### config.mk
export PLATFORM = sky130hd
export DESIGN_NAME = pcc_codec
export DESIGN_NICKNAME = d
export VERILOG_FILES = /design/src/hw/pcc_pkg.sv /design/src/hw/pcc_seg_find.sv /design/src/hw/pcm_companding_codec.sv
export SDC_FILE = /design/constraint.sdc
export NUM_CORES = 1
export LEC_CHECK = 0
export BUFFER_PORTS_ARGS = -buffer_cell sky130_fd_sc_hd__buf_2
export CORE_ASPECT_RATIO = 0.75
export CORE_MARGIN = 4
export CORE_UTILIZATION = 59
export DETAILED_ROUTE_END_ITERATION = 10
export PLACE_DENSITY = 0.82
export SETUP_SLACK_MARGIN = 0.3
export SYNTH_ARGS = -nofsm -noshare
export SYNTH_HDL_FRONTEND = slang
export SYNTH_SLANG_ARGS = --single-unit
export TNS_END_PERCENT = 20
### constraint.sdc
create_clock -name clock -period 0.8 [get_ports clock]
set_input_delay 0.04 -clock clock [delete_from_list [all_inputs] [get_ports clock]]
set_output_delay 0.04 -clock clock [all_outputs]
set_load 0.005 [all_outputs]
### src/hw/pcc_pkg.sv
package pcc_pkg;

  // sample and code carriers
  typedef struct packed {
    logic valid;
    logic [15:0] data;
  } pcc_lin_t;

  typedef struct packed {
    logic valid;
    logic [7:0] code;
  } pcc_code_t;

  // code layout
  localparam int SIGN_POS = 7;
  localparam int SEG_HI = 6;
  localparam int SEG_LO = 4;
  localparam int STEP_HI = 3;
  localparam int STEP_LO = 0;
  localparam logic SIGN_POSITIVE = 1'b1;

  // a-law format
  localparam logic [7:0] A_EVEN_MASK = 8'h55;
  localparam logic [12:0] A_MAG_MAX = 13'h0FFF;
  localparam int A_SEG_SHIFT = 4;
  localparam logic [15:0] A_DEC_HALF = 16'h0008;
  localparam logic [15:0] A_DEC_OFFSET = 16'h0108;

  // mu-law format
  localparam logic [6:0] MU_MAG_MASK = 7'h7F;
  localparam logic [13:0] MU_MAG_MAX = 14'h1FDE;
  localparam logic [12:0] MU_BIAS = 13'h0021;
  localparam int MU_SEG_SHIFT = 5;
  localparam logic [15:0] MU_DEC_BIAS = 16'h0084;

  // reference points
  localparam logic [15:0] LIN_ZERO = 16'h0000;
  localparam logic [15:0] LIN_MAX = 16'h7FFF;
  localparam logic [7:0] A_CODE_ZERO = 8'hD5;
  localparam logic [7:0] A_CODE_MAX = 8'hAA;
  localparam logic [7:0] MU_CODE_ZERO = 8'hFF;

endpackage

### src/hw/pcc_seg_find.sv
`timescale 1ns/1ps
module pcc_seg_find #(
  parameter int SHIFT = 4
) (
  input wire logic [12:0] value,
  output logic [2:0] seg
);
  // segment is the position of the leading one above the first segment
  always_comb begin
    seg = 3'h0;
    for (int i = SHIFT + 1; i <= SHIFT + 7; i++) begin
      if (value[i]) begin
        seg = 3'(i - SHIFT);
      end
    end
  end
endmodule // pcc_seg_find

### src/hw/pcm_companding_codec.sv
`timescale 1ns/1ps
// Notes on behaviour
// - a-law sign bit one means positive
// - a-law curve mirrors exactly about zero
// - a-law codes carry even bits inverted
// - mu-law codes invert magnitude, keep sign
module pcc_codec
  import pcc_pkg::*;
(
  input wire logic clock,
  input wire logic rst,
  input wire logic law_is_mu,
  input wire pcc_lin_t enc_in,
  input wire pcc_code_t dec_in,
  output pcc_code_t enc_out,
  output pcc_lin_t dec_out
);

  ////////////////////////////////////////////////////////////////////////////
  // encoder magnitude
  logic sign_pos;
  logic [15:0] mag16;
  logic [12:0] a_mag;
  logic [13:0] m_clip;
  logic [12:0] m_bias;
  logic [2:0] a_seg;
  logic [2:0] m_seg;
  logic [3:0] a_step;
  logic [3:0] m_step;
  logic [7:0] a_plain;
  logic [7:0] next_code;

  assign sign_pos = ~enc_in.data[15];
  assign mag16 = enc_in.data[15] ? 16'(-enc_in.data) : enc_in.data;
  assign a_mag = (mag16[15:3] > A_MAG_MAX) ? A_MAG_MAX : mag16[15:3];
  assign m_clip = (mag16[15:2] > MU_MAG_MAX) ? MU_MAG_MAX : mag16[15:2];
  assign m_bias = 13'(m_clip[12:0] + MU_BIAS);

  pcc_seg_find #(.SHIFT(A_SEG_SHIFT)) u_seg_a (
    .value(a_mag),
    .seg(a_seg)
  );

  pcc_seg_find #(.SHIFT(MU_SEG_SHIFT)) u_seg_m (
    .value(m_bias),
    .seg(m_seg)
  );

  // step inside a segment, width doubling per segment except a-law segment 1, which has the width of segment 0
  assign a_step = 4'(a_mag >> ((a_seg == 3'h0) ? 3'h1 : a_seg));
  assign m_step = 4'(m_bias >> (4'(m_seg) + 4'h1));
  assign a_plain = {sign_pos, a_seg, a_step};

  always_comb begin
    if (law_is_mu) begin
      next_code = {sign_pos, ~{m_seg, m_step}};
    end else begin
      next_code = a_plain ^ A_EVEN_MASK;
    end
  end

  always_ff @(posedge clock or posedge rst) begin
    if (rst) begin
      enc_out <= '0;
    end else begin
      enc_out.valid <= enc_in.valid;
      enc_out.code <= next_code;
    end
  end

  ////////////////////////////////////////////////////////////////////////////
  // decoder
  logic [7:0] a_raw;
  logic [6:0] m_raw;
  logic [15:0] a_lvl;
  logic [15:0] m_lvl;
  logic d_pos;
  logic [15:0] lvl;
  logic [15:0] next_sample;

  assign a_raw = dec_in.code ^ A_EVEN_MASK;
  assign m_raw = dec_in.code[SEG_HI:STEP_LO] ^ MU_MAG_MASK;
  assign d_pos = dec_in.code[SIGN_POS];

  always_comb begin
    a_lvl = {8'h00, a_raw[STEP_HI:STEP_LO], 4'h0};
    if (a_raw[SEG_HI:SEG_LO] == 3'h0) begin
      a_lvl = a_lvl + A_DEC_HALF;
    end else begin
      a_lvl = 16'((a_lvl + A_DEC_OFFSET) << (a_raw[SEG_HI:SEG_LO] - 3'h1));
    end
  end

  assign m_lvl = 16'((({9'h000, m_raw[STEP_HI:STEP_LO], 3'h0} + MU_DEC_BIAS) << m_raw[SEG_HI:SEG_LO])
    - MU_DEC_BIAS);
  assign lvl = law_is_mu ? m_lvl : a_lvl;
  assign next_sample = (d_pos == SIGN_POSITIVE) ? lvl : 16'(-lvl);

  always_ff @(posedge clock or posedge rst) begin
    if (rst) begin
      dec_out <= '0;
    end else begin
      dec_out.valid <= dec_in.valid;
      dec_out.data <= next_sample;
    end
  end

  ////////////////////////////////////////////////////////////////////////////
  // checks
  property p_a_sign;
    @(posedge clock) disable iff (rst)
    (enc_in.valid && !law_is_mu) |=> (enc_out.valid && enc_out.code[SIGN_POS] == !$past(enc_in.data[15]));
  endproperty
  a_a_sign: assert property (p_a_sign) else $error("a-law sign bit wrong");

  property p_a_mirror;
    @(posedge clock) disable iff (rst)
    (dec_in.valid && !law_is_mu) |=> (dec_out.data != LIN_ZERO)
      && (dec_out.data[15] == !$past(dec_in.code[SIGN_POS]));
  endproperty
  a_a_mirror: assert property (p_a_mirror) else $error("a-law decode not mirrored");

  property p_a_zero;
    @(posedge clock) disable iff (rst)
    (enc_in.valid && !law_is_mu && enc_in.data == LIN_ZERO) |=> (enc_out.code == A_CODE_ZERO);
  endproperty
  a_a_zero: assert property (p_a_zero) else $error("a-law even bits not inverted");

  property p_mu_zero;
    @(posedge clock) disable iff (rst)
    (enc_in.valid && law_is_mu && enc_in.data == LIN_ZERO) |=> (enc_out.code == MU_CODE_ZERO);
  endproperty
  a_mu_zero: assert property (p_mu_zero) else $error("mu-law magnitude not inverted");

  property p_mu_sign;
    @(posedge clock) disable iff (rst)
    (enc_in.valid && law_is_mu) ##1 (dec_in.valid && law_is_mu && dec_in.code == enc_out.code)
      |=> (dec_out.data[15] == $past(enc_in.data[15], 2)) || (dec_out.data == LIN_ZERO);
  endproperty
  a_mu_sign: assert property (p_mu_sign) else $error("mu-law sign inverted");

  property p_a_top;
    @(posedge clock) disable iff (rst)
    (enc_in.valid && !law_is_mu && enc_in.data == LIN_MAX) |=> (enc_out.code == A_CODE_MAX);
  endproperty
  a_a_top: assert property (p_a_top) else $error("a-law top segment wrong");

  property p_latency;
    @(posedge clock) disable iff (rst)
    enc_in.valid |=> enc_out.valid;
  endproperty
  a_latency: assert property (p_latency) else $error("encoder output late");

  ////////////////////////////////////////////////////////////////////////////
  // mirror, mu-law encoder sign and top code, and decoder checks
  property p_a_low;
    @(posedge clock) disable iff (rst)
    (enc_in.valid && !law_is_mu && enc_in.data == ~LIN_ZERO)
      |=> (enc_out.code == {~SIGN_POSITIVE, A_CODE_ZERO[SEG_HI:STEP_LO]});
  endproperty
  a_a_low: assert property (p_a_low) else $error("a-law smallest negative not mirrored");

  property p_a_bottom;
    @(posedge clock) disable iff (rst)
    (enc_in.valid && !law_is_mu && enc_in.data == ~LIN_MAX)
      |=> (enc_out.code == {~SIGN_POSITIVE, A_CODE_MAX[SEG_HI:STEP_LO]});
  endproperty
  a_a_bottom: assert property (p_a_bottom) else $error("a-law full negative not mirrored");

  property p_mu_enc_sign;
    @(posedge clock) disable iff (rst)
    (enc_in.valid && law_is_mu) |=> (enc_out.code[SIGN_POS] == !$past(enc_in.data[15]));
  endproperty
  a_mu_enc_sign: assert property (p_mu_enc_sign) else $error("mu-law encoded sign wrong");

  property p_mu_top;
    @(posedge clock) disable iff (rst)
    (enc_in.valid && law_is_mu && enc_in.data == LIN_MAX)
      |=> (enc_out.code == {SIGN_POSITIVE, ~MU_MAG_MASK});
  endproperty
  a_mu_top: assert property (p_mu_top) else $error("mu-law top code wrong");

  property p_mu_bottom;
    @(posedge clock) disable iff (rst)
    (enc_in.valid && law_is_mu && enc_in.data == ~LIN_MAX)
      |=> (enc_out.code == {~SIGN_POSITIVE, ~MU_MAG_MASK});
  endproperty
  a_mu_bottom: assert property (p_mu_bottom) else $error("mu-law full negative code wrong");

  property p_mu_low;
    @(posedge clock) disable iff (rst)
    (enc_in.valid && law_is_mu && enc_in.data == ~LIN_ZERO)
      |=> (enc_out.code == {~SIGN_POSITIVE, MU_CODE_ZERO[SEG_HI:STEP_LO]});
  endproperty
  a_mu_low: assert property (p_mu_low) else $error("mu-law smallest negative code wrong");

  property p_a_dec_zero;
    @(posedge clock) disable iff (rst)
    (dec_in.valid && !law_is_mu && dec_in.code == A_CODE_ZERO)
      |=> (dec_out.data == A_DEC_HALF);
  endproperty
  a_a_dec_zero: assert property (p_a_dec_zero) else $error("a-law zero code decoded wrong");

  property p_mu_dec_zero;
    @(posedge clock) disable iff (rst)
    (dec_in.valid && law_is_mu && dec_in.code == MU_CODE_ZERO)
      |=> (dec_out.data == LIN_ZERO);
  endproperty
  a_mu_dec_zero: assert property (p_mu_dec_zero) else $error("mu-law zero code decoded wrong");

  property p_mu_mirror;
    @(posedge clock) disable iff (rst)
    (dec_in.valid && law_is_mu)
      |=> (dec_out.data == LIN_ZERO) || (dec_out.data[15] == !$past(dec_in.code[SIGN_POS]));
  endproperty
  a_mu_mirror: assert property (p_mu_mirror) else $error("mu-law decoded sign wrong");

  property p_dec_latency;
    @(posedge clock) disable iff (rst)
    dec_in.valid |=> dec_out.valid;
  endproperty
  a_dec_latency: assert property (p_dec_latency) else $error("decoder output late");

  c_enc_a: cover property (@(posedge clock) disable iff (rst) enc_in.valid && !law_is_mu ##1 enc_out.valid);
  c_enc_mu: cover property (@(posedge clock) disable iff (rst) enc_in.valid && law_is_mu ##1 enc_out.valid);
  c_dec_a: cover property (@(posedge clock) disable iff (rst) dec_in.valid && !law_is_mu ##1 dec_out.valid);
  c_dec_mu: cover property (@(posedge clock) disable iff (rst) dec_in.valid && law_is_mu ##1 dec_out.valid);
  c_round: cover property (@(posedge clock) disable iff (rst) enc_in.valid ##1 dec_in.valid && dec_in.code == enc_out.code);

endmodule // pcc_codec

==> results_dict.tcl, run 1 <==
set metrics [dict create \
    status "did not finish" \
    lastStage "global routing" \
    tool.error "[ERROR GRT-0116] Global routing finished with congestion. Check the congestion regions in the DRC Viewer." \
    fp.dieH_um 78.0 \
    ys_seq_area_share_pct 15.6 \
    numPortBuffers 52 \
    synthCells 540 \
    synth_most_common_cell "nor2_1" \
    clock_sink_count 24 \
    hpwl_um 14000 \
    synth.top_cell.area_share_pct 15.6 \
    grt_first_pass_wirelength_um 44100 \
    numCtsBuffers 3 \
    clockBufferDepth 2 \
    grt_max_degree 28 \
    dp_cells 825 \
    io-pin-count 55 \
    yosys-top-cells-area "dfrtp_1 16%, xnor2_1 5.7%, mux2i_1 5.5%, nor2_1 5.2%, a21oi_1 5.1%" \
    die_x_um 101 \
    start_util_pct 60.9 \
    avgSynthCellArea_um2 7.13 \
    gp_congestion 1.15 \
    synth_area_mm2 0.00385 \
    ys.flop_type "dfrtp_1" \
    synth_common_cells "53 x nor2_1, 44 x nand2_1, 39 x a21oi_1" \
    overflow 1 \
    ctsRootBufferMaster "clkbuf_8" \
    grt_pass1_vias 7320 \
    htreeDepth 1 \
    synth_edf_count 0 \
    synth_area_leader_cell "dfrtp_1" \
    post-place-ws_ns -3.12 \
    ys_warn_count 0 \
    std_cell_rows 25 \
    grtUsageTotal_pct 74.2 \
    postSynth.asyncResetShare_pct 100 \
    yosysUniqueCellTypes 79 \
    ys_seq_elements 24 \
]
through the flow:
| step | util, % | setup TNS (ns) | area, um^2 |
|---|---|---|---|
| 4_1_cts | 94.9 | -33.79 | 5990 |
| 3_5_place_dp | 89.3 | -42.37 | 5650 |
| 3_3_place_gp | 89.3 | -38.70 | 5650 |
| 2_1_floorplan | - | -37.51 | 4080 |
cells by family after synthesis:
group | after synthesis | share of synthesized area [%]
buffers and inverters | 69 | 8.19
adders and majority gates | 7 | 2.27
other | 1 | 0.0974
DFF | 24 | 15.6
and+or+nand+nor | 189 | 24.3
xor gates and xnor gates | 37 | 8.42
muxes | 25 | 6.92
AOI/OAI and AO/OA | 188 | 34.2
routing by layer:
layer	overflow	GRT usage, %
met5	0	32.2
met4	1	63.7
met1	0	75.9
met2	0	86.7
met3	0	66.6
timing repair:
action | CTS
gates resized for setup | 55
setup buffers | 6
endpoints found under the hold margin | 26
endpoints found under the setup margin | 45
pin swaps | 28
==> run 2: changes to the inputs <==
- CORE_ASPECT_RATIO: 0.75 -> not set
- CORE_UTILIZATION: 59 -> 40
- PLACE_DENSITY: 0.82 -> not set
- PLACE_DENSITY_LB_ADDON: not set -> 0.15
- SETUP_SLACK_MARGIN: 0.3 -> not set
==> results_dict.tcl, run 2 <==
set metrics [dict create \
    htreeDepth 1 \
    crit_buf_inv 1 \
    status "finished with violations" \
    crit_arrival_ns 3.57 \
    grt_pass1_vias 4989 \
    finalCritPeriodShare_pct 423 \
    crit_family "simple AND/OR/NAND/NOR gates" \
    synthCells 540 \
    numCtsBuffers 3 \
    io-pin-count 55 \
    max_freq_ghz 0.295 \
    final_common_cell "buf_4" \
    grt_first_pass_wirelength_um 23500 \
    p_total_mw 7.15 \
    gp_congestion 0.990 \
    final_cell_mix "228 x buf_4, 51 x nor2_1, 47 x buf_2" \
    clock_sink_count 24 \
    antenna_cells 0 \
    synth.top_cell.area_share_pct 15.6 \
    multiInputGateArea_mm2 0.00338 \
    postSynth.asyncResetShare_pct 100 \
    via_per_inst 5.65 \
    largest_reg_flops 15 \
    end_kind "register" \
    rsz0062_at_grt "yes" \
    fp.dieH_um 106 \
    slew_violations 0 \
    finalHoldViolCount 0 \
    wl_um 14900 \
    grt_max_degree 28 \
    core_mm2 0.00928 \
    cap_viol_max_count 0 \
    ys.flop_type "dfrtp_1" \
    ys_seq_area_share_pct 15.6 \
    avgSynthCellArea_um2 7.13 \
    regMostFlops "dec_out" \
    violations "negative setup slack" \
    synth_area_leader_cell "dfrtp_1" \
    remaining_drc_errors 0 \
    top_regs "dec_out x15, enc_out x9" \
    cts_tree "built" \
    postLayoutSetupSlackWorst_ns -2.59 \
    holdCritStartpoint "dec_in[7]" \
    synth_common_cells "53 x nor2_1, 44 x nand2_1, 39 x a21oi_1" \
    finalNonFillerCells 918 \
    crit_required_ns 0.98 \
    drtPass1Iterations 5 \
    std_cell_rows 35 \
    slew-limit-headroom_pct 62.5 \
    path_cells "buf_2 > or4_4 > or4_4 > a31o_1 > o211ai_1 > o21a_4 > nand2_4 > ha_4 > nand2_4 > a21o_1 > a21oi_2 > or3_4 > a22o_4 > mux2i_1 > mux2_4 > o311ai_4" \
    synth_most_common_cell "nor2_1" \
    crit_slowest_cell "or4_4" \
    synth_area_mm2 0.00385 \
    synthToLayoutAreaGrowth_pct 67.6 \
    antenna_found_initial 0 \
    power_density_mw_per_mm2 1110 \
    ys_seq_elements 24 \
    finish.utilization_pct 69.5 \
    ctsRootBufferMaster "clkbuf_8" \
    post_dp_cell_area_mm2 0.00583 \
    clockBufferDepth 2 \
    fill_cells 769 \
    clk_pin_slew_worst_paths_ns 0.10 \
    hpwl_um 11700 \
    grtUsageTotal_pct 24.9 \
    setup_viol 31 \
    yosys-top-cells-area "dfrtp_1 16%, xnor2_1 5.7%, mux2i_1 5.5%, nor2_1 5.2%, a21oi_1 5.1%" \
    startpoint_type "input pin" \
    leakagePower_nw 2.92 \
    crit_fanout 7 \
    numPortBuffers 52 \
    dp_cells 901 \
    ys_warn_count 0 \
    drtIter0Drc 395 \
    tns_ns -32.26 \
    seq_area_um2 601 \
    synth_edf_count 0 \
    die_area_mm2 0.0113 \
    path_class "input pin to register" \
    vias 5185 \
    layout.nets 826 \
    ant_nets 0 \
    overflow 0 \
    design_area_mm2 0.00645 \
    period_minus_slack_ns 3.39 \
    start_util_pct 41.5 \
    drive_gt1_share_pct 47.5 \
    ir_worst_vdd_mv 0.705 \
    worst_pin_slew_ns 0.556 \
    yosysUniqueCellTypes 79 \
    die_x_um 106 \
    hold_class "input pin to register" \
    wl_per_cell_um 16.3 \
    crit_start "enc_in[8]" \
    max_stage_delay_ns 0.54 \
]
==> run 2: layer usage <==
layer  track usage [%]  part of all wire [%]  vias to the layer above
met4              5.27                   1.9                        0
li1                  -                     -                     2497
met5                 0                     0                        -
met2              45.0                    50                      191
met1              31.6                    43                     2459
met3              3.10                   5.6                       38
==> run 2: through the flow <==
| step | hold slack [ns] | setup WS, ns |
|---|---|---|
| 2_1_floorplan | 0.0546 | -3.18 |
| 3_3_place_gp | -0.0300 | -2.89 |
| 3_5_place_dp | -0.0289 | -3.01 |
| 4_1_cts | 0.0936 | -2.56 |
| 5_1_grt | 0.116 | -2.68 |
| 6_report | 0.0980 | -2.59 |
==> run 2: worst paths after layout <==
kind	slack [ns]	cells after the start	to
setup / recovery	-2.59	16	enc_out[1]$_DFF_PP0_
hold / removal	0.1	3	dec_out[3]$_DFF_PP0_
max in group asynchronous	0.18	4	dec_out[6]$_DFF_PP0_
min in group asynchronous	0.24	3	enc_out[8]$_DFF_PP0_
==> run 2: layout make-up <==
cell class | instances | share of cell area [%]
clock inverters | 1 | 0.465
well taps | 129 | 2.50
multi-input cells | 448 | 52.4
flip-flops and latches | 24 | 9.31
repair buffers | 292 | 33.3
clock buffers | 3 | 0.640
inverters | 21 | 1.34
==> run 2: kinds of logic (layout without fill, tap and decap cells) <==
family	count (synthesis)	in the layout	synth area share (%)
AO/OA/AOI/OAI	188	188	34.2
XOR/XNOR	37	37	8.42
adder cells (fa/ha/maj)	7	7	2.27
buffers and inverters	69	317	8.19
flip-flops	24	24	15.6
multiplexers	25	25	6.92
other	1	2	0.0974
AND/OR/NAND/NOR	189	189	24.3
==> run 2: report_power, final <==
| part | leakage, nW | switching [mW] | internal, mW |
|---|---|---|---|
| clock | 0.0357 | 0.415 | 0.669 |
| sequential | 0.282 | 0.0526 | 1.40 |
| combinational | 2.60 | 2.26 | 2.35 |
==> run 2: repair_timing <==
item	in CTS	in global routing
setup buffers	1	10
endpoints found under the setup margin	34	44
resized for setup	35	64
hold endpoints to repair	26	0
hold buffers	3	0
pin swaps	23	31
Note: power is estimated with default switching activity, not from simulation.
